## src/shared/alarm_consts.svh

```systemverilog
// Contract
// enable self-clears when count zero, chime off
// each alarm event decrements repeat count
// chime wraps count to all ones, else holds
// count is number of further repeats
// interval select picks the alarm period
// yearly February 29 alarm fires leap years only
// software never programs reserved interval codes
// window pointer picks value pair at port
// pointer decrements on high half access, floors
// match at interval raises event and flag
`ifndef ALARM_CONSTS_SVH
`define ALARM_CONSTS_SVH

`define ADDR_W 4
`define ADDR_CFG 4'h0
`define ADDR_VAL 4'h4
`define ADDR_STAT 4'h8
`define ADDR_MASK 4'hc

`define CFG_ON 15
`define CFG_CHIME 14
`define CFG_IVL_HI 13
`define CFG_IVL_LO 10
`define CFG_PTR_HI 9
`define CFG_PTR_LO 8
`define CFG_RPT_HI 7
`define CFG_RST 16'h0000
`define STAT_RST 1'h0
`define MASK_RST 1'h0

`define IVL_HALF 4'h0
`define IVL_SEC 4'h1
`define IVL_SEC10 4'h2
`define IVL_MIN 4'h3
`define IVL_MIN10 4'h4
`define IVL_HOUR 4'h5
`define IVL_DAY 4'h6
`define IVL_WEEK 4'h7
`define IVL_MONTH 4'h8
`define IVL_YEAR 4'h9

`define PTR_MIN_SEC 2'h0
`define PTR_WD_HR 2'h1
`define PTR_MON_DAY 2'h2
`define PTR_NONE 2'h3

`define RPT_ZERO 8'h00
`define RPT_ONE 8'h01
`define MONTH_FEB 8'h02
`define DAY_29 8'h29

`define RESP_OKAY 2'h0
`define RESP_SLVERR 2'h2

`endif

```

## src/shared/alarm_pkg.sv

```systemverilog
package alarm_pkg;

   typedef struct packed {
      logic on;
      logic chime;
      logic [3:0] ivl;
      logic [1:0] ptr;
      logic [7:0] rpt;
   } cfg_t;

   // current calendar time, bcd fields
   typedef struct packed {
      logic [7:0] year;
      logic [7:0] month;
      logic [7:0] day;
      logic [7:0] wday;
      logic [7:0] hour;
      logic [7:0] min;
      logic [7:0] sec;
   } cal_time_t;

   typedef struct packed {
      logic [2:0][15:0] word;
      logic [15:0] rdata;
   } mem_state_t;

   typedef struct packed {
      cfg_t cfg;
      logic awready;
      logic wready;
      logic bvalid;
      logic [1:0] bresp;
      logic arready;
      logic rd_pend;
      logic [3:0] rd_addr;
      logic rvalid;
      logic [31:0] rdata;
      logic [1:0] rresp;
      logic stat;
      logic mask;
      logic irq;
      logic event_pulse;
   } top_state_t;

endpackage : alarm_pkg

```

## src/shared/alarm_mem_if.sv

```systemverilog
`timescale 1ns/1ps
interface alarm_mem_if;
   logic wr_en;
   logic [1:0] addr;
   logic [1:0] be;
   logic [15:0] wdata;
   logic [15:0] rdata;
   logic [2:0][15:0] word;

   modport ctrl (output wr_en, output addr, output be, output wdata, input rdata, input word);
   modport mem (input wr_en, input addr, input be, input wdata, output rdata, output word);
endinterface : alarm_mem_if

```

## src/hw/alarm_control.sv

```systemverilog
// The register offsets and register access over AXI4-Lite are this design's own decisions.
`timescale 1ns/1ps
`include "alarm_consts.svh"
module alarm_control (
   input wire logic aclk,
   input wire logic aresetn,
   input wire logic [`ADDR_W-1:0] s_axi_awaddr,
   input wire logic [2:0] s_axi_awprot,
   input wire logic s_axi_awvalid,
   output logic s_axi_awready,
   input wire logic [31:0] s_axi_wdata,
   input wire logic [3:0] s_axi_wstrb,
   input wire logic s_axi_wvalid,
   output logic s_axi_wready,
   output logic [1:0] s_axi_bresp,
   output logic s_axi_bvalid,
   input wire logic s_axi_bready,
   input wire logic [`ADDR_W-1:0] s_axi_araddr,
   input wire logic [2:0] s_axi_arprot,
   input wire logic s_axi_arvalid,
   output logic s_axi_arready,
   output logic [31:0] s_axi_rdata,
   output logic [1:0] s_axi_rresp,
   output logic s_axi_rvalid,
   input wire logic s_axi_rready,
   input wire alarm_pkg::cal_time_t cal_time,
   input wire logic half_tick,
   input wire logic second_half,
   output logic alarm_event,
   output logic alarm_on,
   output logic irq
);
   import alarm_pkg::*;

   top_state_t r_reg;
   top_state_t r_next;
   alarm_mem_if mi ();
   logic ev;
   logic hit;

   alarm_value_mem u_mem (
      .aclk(aclk),
      .aresetn(aresetn),
      .mi(mi)
   );

   // step toward zero and stay there
   function automatic logic [1:0] ptr_step(input logic [1:0] p);
      ptr_step = (p == `PTR_MIN_SEC) ? p : p - 2'h1;
   endfunction : ptr_step

   // two-digit bcd year divisible by four: (10*t + u) mod 4 == (2*t + u) mod 4
   function automatic logic leap_bcd(input logic [7:0] y);
      logic [4:0] s;
      s = {y[6:4], 1'b0} + {1'b0, y[3:0]};
      leap_bcd = (s[1:0] == 2'h0);
   endfunction : leap_bcd

   function automatic logic alarm_match(
      input logic [3:0] ivl,
      input logic [2:0][15:0] w,
      input cal_time_t t,
      input logic half
   );
      logic sec_lo;
      logic sec_ok;
      logic min_lo;
      logic min_ok;
      logic hr_ok;
      logic wd_ok;
      logic day_ok;
      logic mon_ok;
      logic feb29;
      sec_lo = !half && t.sec[3:0] == w[`PTR_MIN_SEC][3:0];
      sec_ok = sec_lo && t.sec == w[`PTR_MIN_SEC][7:0];
      min_lo = sec_ok && t.min[3:0] == w[`PTR_MIN_SEC][11:8];
      min_ok = sec_ok && t.min == w[`PTR_MIN_SEC][15:8];
      hr_ok = min_ok && t.hour == w[`PTR_WD_HR][7:0];
      wd_ok = hr_ok && t.wday == w[`PTR_WD_HR][15:8];
      day_ok = hr_ok && t.day == w[`PTR_MON_DAY][7:0];
      mon_ok = day_ok && t.month == w[`PTR_MON_DAY][15:8];
      feb29 = w[`PTR_MON_DAY][15:8] == `MONTH_FEB && w[`PTR_MON_DAY][7:0] == `DAY_29;
      // interval decode
      case (ivl)
         `IVL_HALF: alarm_match = 1'b1;
         `IVL_SEC: alarm_match = !half;
         `IVL_SEC10: alarm_match = sec_lo;
         `IVL_MIN: alarm_match = sec_ok;
         `IVL_MIN10: alarm_match = min_lo;
         `IVL_HOUR: alarm_match = min_ok;
         `IVL_DAY: alarm_match = hr_ok;
         `IVL_WEEK: alarm_match = wd_ok;
         `IVL_MONTH: alarm_match = day_ok;
         // leap day only in leap years
         `IVL_YEAR: alarm_match = mon_ok && (!feb29 || leap_bcd(t.year));
         // reserved codes never fire
         default: alarm_match = 1'b0;
      endcase
   endfunction : alarm_match

   always_comb
   begin
      r_next = r_reg;
      r_next.event_pulse = 1'b0;
      mi.wr_en = 1'b0;
      mi.addr = r_reg.cfg.ptr;
      mi.be = s_axi_wstrb[1:0];
      mi.wdata = s_axi_wdata[15:0];

      hit = alarm_match(r_reg.cfg.ivl, mi.word, cal_time, second_half);
      // matched tick while enabled is an event
      ev = half_tick && r_reg.cfg.on && hit;
      if (ev)
      begin
         r_next.event_pulse = 1'b1;
         // count down, wrap only in chime mode
         if (r_reg.cfg.rpt != `RPT_ZERO || r_reg.cfg.chime)
            r_next.cfg.rpt = r_reg.cfg.rpt - `RPT_ONE;
         // last repeat used up
         if (r_reg.cfg.rpt == `RPT_ZERO && !r_reg.cfg.chime)
            r_next.cfg.on = 1'b0;
      end

      // write: accept address and data together, one at a time
      if (s_axi_bvalid && s_axi_bready)
         r_next.bvalid = 1'b0;
      if (!r_reg.awready && !r_reg.bvalid && s_axi_awvalid && s_axi_wvalid)
      begin
         r_next.awready = 1'b1;
         r_next.wready = 1'b1;
      end
      if (r_reg.awready)
      begin
         r_next.awready = 1'b0;
         r_next.wready = 1'b0;
         r_next.bvalid = 1'b1;
         r_next.bresp = `RESP_OKAY;
         case (s_axi_awaddr)
            `ADDR_CFG:
            begin
               // software write wins over a same-cycle event update
               if (s_axi_wstrb[0])
                  r_next.cfg.rpt = s_axi_wdata[`CFG_RPT_HI:0];
               if (s_axi_wstrb[1])
               begin
                  r_next.cfg.on = s_axi_wdata[`CFG_ON];
                  r_next.cfg.chime = s_axi_wdata[`CFG_CHIME];
                  r_next.cfg.ivl = s_axi_wdata[`CFG_IVL_HI:`CFG_IVL_LO];
                  r_next.cfg.ptr = s_axi_wdata[`CFG_PTR_HI:`CFG_PTR_LO];
               end
            end
            `ADDR_VAL:
            begin
               // write lands in the pair the pointer selects
               mi.wr_en = 1'b1;
               // high half written
               if (s_axi_wstrb[1])
                  r_next.cfg.ptr = ptr_step(r_reg.cfg.ptr);
            end
            `ADDR_STAT:
            begin
               // status clears only by reading it
            end
            `ADDR_MASK:
            begin
               if (s_axi_wstrb[0])
                  r_next.mask = s_axi_wdata[0];
            end
            default: r_next.bresp = `RESP_SLVERR;
         endcase
      end

      // status flag: a same-cycle event beats the read-clear
      if (s_axi_rvalid && s_axi_rready)
         r_next.rvalid = 1'b0;
      r_next.arready = 1'b0;
      if (!r_reg.arready && !r_reg.rd_pend && !r_reg.rvalid && s_axi_arvalid)
         r_next.arready = 1'b1;
      r_next.rd_pend = 1'b0;
      if (r_reg.arready)
      begin
         r_next.rd_pend = 1'b1;
         r_next.rd_addr = s_axi_araddr;
      end
      if (r_reg.rd_pend)
      begin
         r_next.rvalid = 1'b1;
         r_next.rresp = `RESP_OKAY;
         r_next.rdata = 32'h0000_0000;
         case (r_reg.rd_addr)
            `ADDR_CFG: r_next.rdata = {16'h0000, r_reg.cfg};
            `ADDR_VAL:
            begin
               // pair seen through the shared port
               r_next.rdata = {16'h0000, mi.rdata};
               // whole-word read covers the high half
               r_next.cfg.ptr = ptr_step(r_reg.cfg.ptr);
            end
            `ADDR_STAT:
            begin
               r_next.rdata = {31'h0000_0000, r_reg.stat};
               r_next.stat = 1'b0;
            end
            `ADDR_MASK: r_next.rdata = {31'h0000_0000, r_reg.mask};
            default: r_next.rresp = `RESP_SLVERR;
         endcase
      end
      // event raises the sticky flag
      if (ev)
         r_next.stat = 1'b1;
      r_next.irq = r_next.stat && r_next.mask;
   end

   always_ff @(posedge aclk)
   begin
      if (!aresetn)
      begin
         r_reg <= '0;
         r_reg.cfg <= `CFG_RST;
         r_reg.stat <= `STAT_RST;
         r_reg.mask <= `MASK_RST;
      end
      else
         r_reg <= r_next;
   end

   assign s_axi_awready = r_reg.awready;
   assign s_axi_wready = r_reg.wready;
   assign s_axi_bvalid = r_reg.bvalid;
   assign s_axi_bresp = r_reg.bresp;
   assign s_axi_arready = r_reg.arready;
   assign s_axi_rvalid = r_reg.rvalid;
   assign s_axi_rdata = r_reg.rdata;
   assign s_axi_rresp = r_reg.rresp;
   assign alarm_event = r_reg.event_pulse;
   assign alarm_on = r_reg.cfg.on;
   assign irq = r_reg.irq;

endmodule : alarm_control

```

## src/hw/alarm_value_mem.sv

```systemverilog
`timescale 1ns/1ps
`include "alarm_consts.svh"
module alarm_value_mem (
   input wire logic aclk,
   input wire logic aresetn,
   alarm_mem_if.mem mi
);
   import alarm_pkg::*;

   mem_state_t r_reg;
   mem_state_t r_next;

   always_comb
   begin
      r_next = r_reg;
      // pointer value three has no storage
      if (mi.wr_en && mi.addr != `PTR_NONE)
      begin
         if (mi.be[0])
            r_next.word[mi.addr][7:0] = mi.wdata[7:0];
         if (mi.be[1])
            r_next.word[mi.addr][15:8] = mi.wdata[15:8];
      end
      r_next.rdata = (mi.addr == `PTR_NONE) ? 16'h0000 : r_reg.word[mi.addr];
   end

   always_ff @(posedge aclk)
   begin
      if (!aresetn)
         r_reg <= '0;
      else
         r_reg <= r_next;
   end

   assign mi.rdata = r_reg.rdata;
   assign mi.word = r_reg.word;

endmodule : alarm_value_mem

```

## config.mk

```make
export PLATFORM = sky130hd
export DESIGN_NAME = alarm_control
export DESIGN_NICKNAME = d
export VERILOG_FILES = /design/src/shared/alarm_pkg.sv /design/src/shared/alarm_mem_if.sv /design/src/hw/alarm_control.sv /design/src/hw/alarm_value_mem.sv
export VERILOG_INCLUDE_DIRS = /design/src /design/src/shared
export SDC_FILE = /design/constraint.sdc
export NUM_CORES = 1
export LEC_CHECK = 0
export BUFFER_PORTS_ARGS = -buffer_cell sky130_fd_sc_hd__buf_2
export CORE_MARGIN = 1
export CORE_UTILIZATION = 54
export CTS_BUF_LIST = sky130_fd_sc_hd__clkbuf_8
export DETAILED_ROUTE_END_ITERATION = 10
export PLACE_DENSITY = 0.78
export SYNTH_ARGS = -nofsm -noshare
export SYNTH_HDL_FRONTEND = slang
export SYNTH_HIERARCHICAL = 1
export SYNTH_SLANG_ARGS = --single-unit
```

## constraint.sdc

```tcl
create_clock -name aclk -period 2.56 [get_ports aclk]
set_clock_uncertainty 0.1 [all_clocks]
set_input_delay 0.256 -clock aclk [delete_from_list [all_inputs] [get_ports aclk]]
set_output_delay 0.256 -clock aclk [all_outputs]
set_load 0.1 [all_outputs]
```

; ---- Yosys cells after proc, flatten, opt, wreduce, memory -nomap -nowiden
; Index checks and enable logic that the tools add are counted.
[totals]
reg_bits = 130
inputBits = 115
[classes]
n_addsub = 3
order_cmp = 2
eq_ne = 27
n_mux = 43
bitwise = 1
n_reduce_logical = 48
[ops]
columns = op, n
row1 = $mux W48, 3
row2 = $bwmux W48, 2
row3 = $demux W16 S2, 2
row4 = $pmux W16 S4, 1
row5 = $eq A8 B8 Y1, 6
row6 = $mux W8, 6
row7 = $mux W36, 1
row8 = $bmux W16 S2, 1
row9 = $mux W16, 2
row10 = $eq A4 B3 Y1 const B, 6
row11 = $eq A4 B4 Y1 const B, 6
row12 = $logic_and A1 B1 Y1, 24
row13 = $mux W21, 1
row14 = $mux W2, 7
row15 = $mux W1, 13
row16 = $logic_not A4 Y1, 3
row17 = $pmux W1 S10, 1
row18 = $eq A4 B2 Y1 const B, 2
row19 = $eq A4 B4 Y1, 2
row20 = $eq A8 B2 Y1 const B, 1
row21 = $eq A8 B6 Y1 const B, 1
row22 = $logic_not A1 Y1, 8
row23 = $logic_not A8 Y1, 1
row24 = $reduce_bool A8 Y1, 1
row25 = other kinds (18), 23

; ---- Longest topological paths before layout
; Gate-level depths: netlist of run 1.
[depth]
depth_word = 16
ltp_mapped = 10
depth_no_buf = 9

; ---- Cells and area by module
; The synthesis of run 1 kept the hierarchy.
[by_module_without_submodules]
columns = mod, n_inst, cells_per_inst, area_per_inst_um2, seq_area_each_um2
row1 = alarm_control, 1, 386, 3229.3, 960.9
row2 = alarm_value_mem, 1, 235, 2464.9, 1281.2

; ---- Worst setup path after synthesis of run 1
; OpenSTA, ideal clock, no wires.
[synth_timing]
path_kind = register to register
start = register r_reg (netlist bit s_axi_awready)
end = register r_reg[55] (netlist name)
setup_time_ps = 127
t_arrival_ps = 2493
setup_slack_ps = -160
path_stages_with_launch = 8
n_path_buf = 1
path_cell_list = dfxtp_1 nor3b_1 nand2_1 or3_1 buf_1 and4b_1 nand3_1 or3b_1
[synth_via]
elab_chain_len = 1
[synth_rtl]
columns = item, line
row1 = start: declaration, alarm_control.sv:35  ; top_state_t r_reg;
row2 = start signal: assignment, alarm_control.sv:224  ; r_reg <= r_next;
row3 = $mux W21, alarm_control.sv:132  ; if (r_reg.awready)
; Every way passes these cells.
; A chain may end at the register's enable or synchronous reset.

; ---- Final worst setup path of run 1
[layout_timing]
start = register r_reg[62] (netlist name)
end = register r_reg[53] (netlist name)
[layout_via]
elab_chain_len = 7
[layout_rtl]
columns = item, line
row1 = "$eq A4 B4 Y1, or another cell as far along", alarm_control.sv:84  ; case (ivl)
row2 = $pmux W1 S10 *, alarm_control.sv:84
row3 = $logic_and A1 B1 Y1 *, alarm_control.sv:112  ; ev = half_tick && r_reg.cfg.on && hit;
row4 = $mux W8 *, alarm_control.sv:113  ; if (ev)
row5 = $mux W8, alarm_control.sv:142  ; if (s_axi_wstrb[0])
row6 = $mux W8, alarm_control.sv:138  ; case (s_axi_awaddr)
row7 = $mux W21 *, alarm_control.sv:132
; Every way passes the cells marked *; elsewhere a longest branch is shown, timed or not.

==> results of run 1 <==
==> worst reg2reg max path, cell delays in order (launching register included) <==
cell	delay [ps]
dfxtp_1	330
or4b_4	560
o21ai_2	70
a2bb2oi_1	160
a32oi_1	160
o31a_2	430
o31a_1	320
o31a_1	240
==> cell type report <==
| type | count | area share |
|---|---|---|
| flip-flops and latches | 112 | 0.349 |
| inverters | 24 | 0.0140 |
| clock inverters | 7 | 0.0134 |
| well taps | 136 | 0.0265 |
| clock buffers | 9 | 0.0193 |
| repair buffers | 135 | 0.115 |
| multi-input cells | 430 | 0.462 |
==> report_power, final <==
part           internal (mW)  total [mW]  switching (mW)
Clock                  0.477        1.12           0.638
Combinational          0.116       0.414           0.298
Sequential              1.75        1.77          0.0146
Total                   2.35        3.30           0.951
==> through the flow <==
step | power (mW) | setup slack (ps)
after detailed placement | 2.22 | -7.27
after floorplan | 2.11 | 164
after CTS | 3.31 | 38.6
after global routing | 3.41 | 0.730
final | 3.30 | 80.0
after global placement | 2.21 | 134
==> worst paths after layout <==
check                 from            end
max              r_reg[62]      r_reg[53]
min          s_axi_awvalid  s_axi_awready
max reg2reg      r_reg[62]      r_reg[53]
min reg2reg   s_axi_rvalid  s_axi_arready
==> cell usage after synthesis (2+ instances only) <==
master     count
nand2_1       76
nor2b_1       14
o22ai_1       32
a21boi_0       3
clkbuf_1      13
o31ai_1        2
or3_1          3
buf_1          3
buf_6          7
o31a_1         8
mux2i_1       73
nand4b_1       3
o21a_1         6
a32oi_1        2
a31oi_1        4
buf_4         38
nor3_1         9
nor4_1         8
nor2_1        13
o2111ai_1      2
and4b_1        2
o21ai_0        7
dfxtp_1      112
a21oi_1        3
a211oi_1       2
buf_2         10
nand2b_1       6
nor3b_1        2
xor2_1        15
a22oi_1       16
inv_1         24
and2_1        21
xnor2_1       34
nor4b_1        3
nand3_1       12
nand4_1        9
==> cell families after synthesis <==
group / count (synthesis) / share of synthesized area
AOI/OAI and AO/OA: 99 / 0.125
DFF: 112 / 0.394
adders and majority gates: 1 / 0.00220
muxes: 73 / 0.128
buffers and inverters: 96 / 0.100
xor gates and xnor gates: 49 / 0.0754
and+or+nand+nor: 190 / 0.174
other: 1 / 0.000659
==> per-layer routing <==
metal / GRT usage / routed length [um] / vias to the layer above
li1: - / - / 2303
met1: 0.360 / 6220 / 2250
met2: 0.413 / 6500 / 252
met3: 0.0337 / 1160 / 27
met4: 0.0936 / 238 / 0
met5: 0 / 0 / -
==> what timing repair did <==
action | 4_1_cts | 5_1_grt
resized for setup | 1 | 3
endpoints found under the hold margin | 1 | 0
hold buffers | 1 | 0
endpoints found under the setup margin | 1 | 5
==> results.json, run 1 <==
{
  "outcome": "complete, no violations",
  "grt_use_total": 0.259,
  "finalSetupViolCount": 0,
  "utilization": 0.625,
  "cp_top_family": "compound AO/OA/AOI/OAI gates",
  "critical_path_class": "reg2reg",
  "cts_root_buf": "clkbuf_8",
  "fin_nets": 828,
  "clk_pin_slew_ps": 110,
  "dpl.cell_count": 836,
  "cp_num_cells": 7,
  "r2r_setup_slack_ps": 80,
  "yosysWarnings": 6,
  "instances_no_fill": 853,
  "whs_path_depth": 3,
  "critical_path_required_ps": 2730,
  "ys_types": 60,
  "yosysTopAreaCell": "dfxtp_1",
  "cts_buffers": 9,
  "stdcell_area_mm2": 0.00642,
  "hold_ws_ps": 24.6,
  "hp-class": "in2reg",
  "maxSlewHeadroom": 0.528,
  "tightest_slew_ps": 708,
  "drc": 0,
  "start_util": 0.554,
  "gp_congestion": 0.891,
  "tritoncts": "done",
  "dieWidth_um": 105,
  "clock_sinks": 112,
  "post_drt_wl_per_cell_um": 16.6,
  "hold_viol": 0,
  "fmax_mhz": 403,
  "crit_path_start_kind": "register",
  "seq_area_frac_synth": 0.394,
  "dpl.hpwl_um": 10700,
  "seq_area_mm2": 0.00224,
  "synthToLayoutAreaGrowth_pct": 12.8,
  "cp-end-kind": "register",
  "fillCellCount": 866,
  "vias": 4832,
  "drive_above_1_share": 0.233,
  "critPathMaxFanout": 10,
  "synth_enable_flop_cells": 0,
  "htree_levels": 3,
  "cp_num_buf_inv": 0,
  "ff2ff_path_depth": 7,
  "ys_seq_elements": 112,
  "rows": 37,
  "critPathMaxStageDelay_ps": 560,
  "yosys.area.top_type_share": 0.394,
  "antenna_left": 0,
  "async_flop_share": 0,
  "drv_cap": 0,
  "rsz0062_at_grt": "no",
  "portBuffers": 111,
  "post_cts_buffers": 0,
  "vias_per_cell": 5.66,
  "drt_first_pass_iters": 5,
  "path_cells": "or4b_4 > o21ai_2 > a2bb2oi_1 > a32oi_1 > o31a_2 > o31a_1 > o31a_1",
  "netlist_instances": 621,
  "num_io_pins": 159,
  "totalWireLength_um": 14100,
  "largest_reg_flops": 48,
  "critPathSlowestCell": "or4b_4",
  "fin_crit_sh": 0.969,
  "antenna_found_initial": 0,
  "grt_pass1_wl_um": 22600,
  "cellLeakagePower_nw": 2.66,
  "ys.flop_type": "dfxtp_1",
  "grt_max_degree": 39,
  "dieArea_mm2": 0.0110,
  "yosys-top-cells-area": "dfxtp_1, mux2i_1, xnor2_1",
  "postSynthAreaPerCell_um2": 9.17,
  "coreArea_mm2": 0.0103,
  "min_period_ps": 2480,
  "clkLatencyLatePin_ps": 380,
  "drt_iter0_drc": 342,
  "grt-ovfl-total": 0,
  "p_per_area_mw_per_mm2": 513,
  "drv_slew": 0,
  "mappedNetlistArea_mm2": 0.00569,
  "crit_top_cell": "o31a_1",
  "antennaDiodeCount": 0,
  "ctsLongestPathBuffers": 2,
  "placed_area_mm2": 0.00619,
  "setup_tns_ps": 0,
  "multi_input_area_mm2": 0.00297,
  "peakVddDrop_mv": 0.295,
  "grt_pass1_vias": 4530,
  "most-common-layout-cells": "dfxtp_1, buf_2, nand2_1, mux2i_1, xnor2_1",
  "arrival_ps": 2650,
  "die_y_um": 105
}
(Power assumes the default switching activity.)
==> run 2: changes to the inputs <==
--- a/config.mk
+++ b/config.mk
@@ -7,11 +7,10 @@
 export NUM_CORES = 1
 export LEC_CHECK = 0
 export BUFFER_PORTS_ARGS = -buffer_cell sky130_fd_sc_hd__buf_2
-export CORE_MARGIN = 1
-export CORE_UTILIZATION = 54
-export CTS_BUF_LIST = sky130_fd_sc_hd__clkbuf_8
+export CORE_MARGIN = 1.5
+export CORE_UTILIZATION = 53
 export DETAILED_ROUTE_END_ITERATION = 10
-export PLACE_DENSITY = 0.78
+export PLACE_DENSITY = 0.77
 export SYNTH_ARGS = -nofsm -noshare
 export SYNTH_HDL_FRONTEND = slang
 export SYNTH_HIERARCHICAL = 1
==> results.json, run 2 (synthesis results as in run 1) <==
{
  "outcome": "complete, no violations",
  "arrival_ps": 2710,
  "cts_root_buf": "clkbuf_8",
  "p_seq_frac": 0.535,
  "crit_top_cell": "o31a_1",
  "tritoncts": "done",
  "rows": 37,
  "cellLeakagePower_nw": 2.68,
  "p_int_mw": 2.35,
  "grt_max_degree": 58,
  "clkLatencyLatePin_ps": 380,
  "crit_path_start_kind": "register",
  "num_io_pins": 159,
  "finalSetupViolCount": 0,
  "p_sw_mw": 0.957,
  "drive_above_1_share": 0.239,
  "fin_crit_sh": 0.989,
  "drv_cap": 0,
  "grt_pass1_vias": 4492,
  "drt_first_pass_iters": 5,
  "peakVddDrop_mv": 0.293,
  "htree_levels": 3,
  "grt_pass1_wl_um": 22700,
  "totalWireLength_um": 14700,
  "drc": 0,
  "cp_num_cells": 7,
  "start_util": 0.549,
  "dieArea_mm2": 0.0114,
  "utilization": 0.625,
  "switching_share": 0.290,
  "post_drt_wl_per_cell_um": 17.2,
  "dpl.hpwl_um": 10900,
  "synthToLayoutAreaGrowth_pct": 13.8,
  "clock_sinks": 112,
  "vias": 4845,
  "grt_use_total": 0.255,
  "vias_per_cell": 5.66,
  "critPathSlowestCell": "or4b_4",
  "critPathMaxStageDelay_ps": 580,
  "critical_path_class": "reg2reg",
  "drt_iter0_drc": 317,
  "r2r-end": "r_reg[53]",
  "fmax_mhz": 395,
  "most-common-layout-cells": "dfxtp_1, buf_2, nand2_1, mux2i_1, xnor2_1",
  "worstSetupEndpoint": "r_reg[53]",
  "antennaDiodeCount": 0,
  "path_cells": "or4b_4 > o21ai_2 > a2bb2oi_2 > a32oi_2 > o31a_2 > o31a_1 > o31a_1",
  "instances_no_fill": 856,
  "min_period_ps": 2530,
  "cp_num_buf_inv": 0,
  "dpl.cell_count": 836,
  "coreArea_mm2": 0.0104,
  "tightest_slew_ps": 668,
  "cts_buffers": 9,
  "dieWidth_um": 107,
  "p_total_mw": 3.30,
  "hp-class": "in2reg",
  "maxSlewHeadroom": 0.555,
  "r2r_setup_slack_ps": 30,
  "critical_path_required_ps": 2740,
  "drv_slew": 0,
  "pre_cts_ws_ps": 44.6,
  "antenna_found_initial": 0,
  "fin_ws_ps": 28.9,
  "antenna_left": 0,
  "cp-end-kind": "register",
  "die_y_um": 107,
  "largest_reg_flops": 48,
  "ff2ff_path_depth": 7,
  "p_per_area_mw_per_mm2": 510,
  "portBuffers": 111,
  "critPathMaxFanout": 5,
  "grt-ovfl-total": 0,
  "startpoint": "r_reg[62]",
  "r2r_start": "r_reg[62]",
  "hold_viol": 0,
  "pwr-share-comb": 0.127,
  "cp_top_family": "compound AO/OA/AOI/OAI gates",
  "clk_pin_slew_ps": 120,
  "fin_nets": 831,
  "gp_congestion": 0.892,
  "hold_ws_ps": 9.21,
  "ctsLongestPathBuffers": 2,
  "clkPwrFrac": 0.339
}
run 2: cell types whose count changed in the layout (fill, tap and decap cells not counted), sizes merged:
cell | before | now
buf | 134 | 136
clkinvlp | 0 | 1
clkinv | 2 | 1
o31a | 8 | 9
run 2: area by class of cell:
cell class,count,area (um2)
clock buffers,9,124
clock inverters,7,86.3
fillers,901,3890
inverters,24,90.1
multi-input cells,431,3000
flip-flops and latches,112,2240
well taps,136,170
repair buffers,137,766
run 2: layer usage:
metal / share of wire / global-route usage / vias to the layer above
li1: - / - / 2314
met1: 0.45 / 0.351 / 2272
met2: 0.45 / 0.400 / 228
met5: 0 / 0 / -
met3: 0.070 / 0.0395 / 31
met4: 0.027 / 0.104 / 0
run 2: stage by stage:
step                      instance area (um2)  setup TNS, ps
after floorplan                          5760              0
after global placement                   6200              0
after detailed placement                 6200              0
after CTS                                6430              0
after global routing                     6480           -120
final                                    6480              0
run 2: power groups by stage:
stage / combinational (mW) / clock, mW / sequential (mW)
2_1_floorplan: 0.279 / 0 / 1.83
4_1_cts: 0.412 / 1.13 / 1.77
3_3_place_gp: 0.403 / 0 / 1.81
6_report: 0.418 / 1.12 / 1.77
5_1_grt: 0.441 / 1.20 / 1.77
3_5_place_dp: 0.410 / 0 / 1.81
run 2: how the worst min path moves through the flow:
stage	startpoint	endpoint	slack, ps	depth (start not counted)
3_3_place_gp	s_axi_rvalid	s_axi_arready	320	1
2_1_floorplan	s_axi_arvalid	s_axi_arready	280	2
4_1_cts	s_axi_awvalid	s_axi_awready	3	3
6_report	s_axi_awvalid	s_axi_awready	9	3
3_5_place_dp	s_axi_rvalid	s_axi_arready	330	1
5_1_grt	s_axi_awvalid	s_axi_awready	9	3
run 2: worst register-to-register path: cells and delay by family (launching register included):
family	cells	cell delay, ps
AOI/OAI and AO/OA	6	1420
DFF	1	340
and+or+nand+nor	1	580
run 2: repair_timing:
action / in CTS / in global routing
hold buffers: 1 / 0
gates resized for setup: 1 / 6
cloned: 0 / 1
pin swaps: 0 / 4
buffers inserted: 0 / 2
setup endpoints to repair: 4 / 7
hold endpoints to repair: 1 / 0
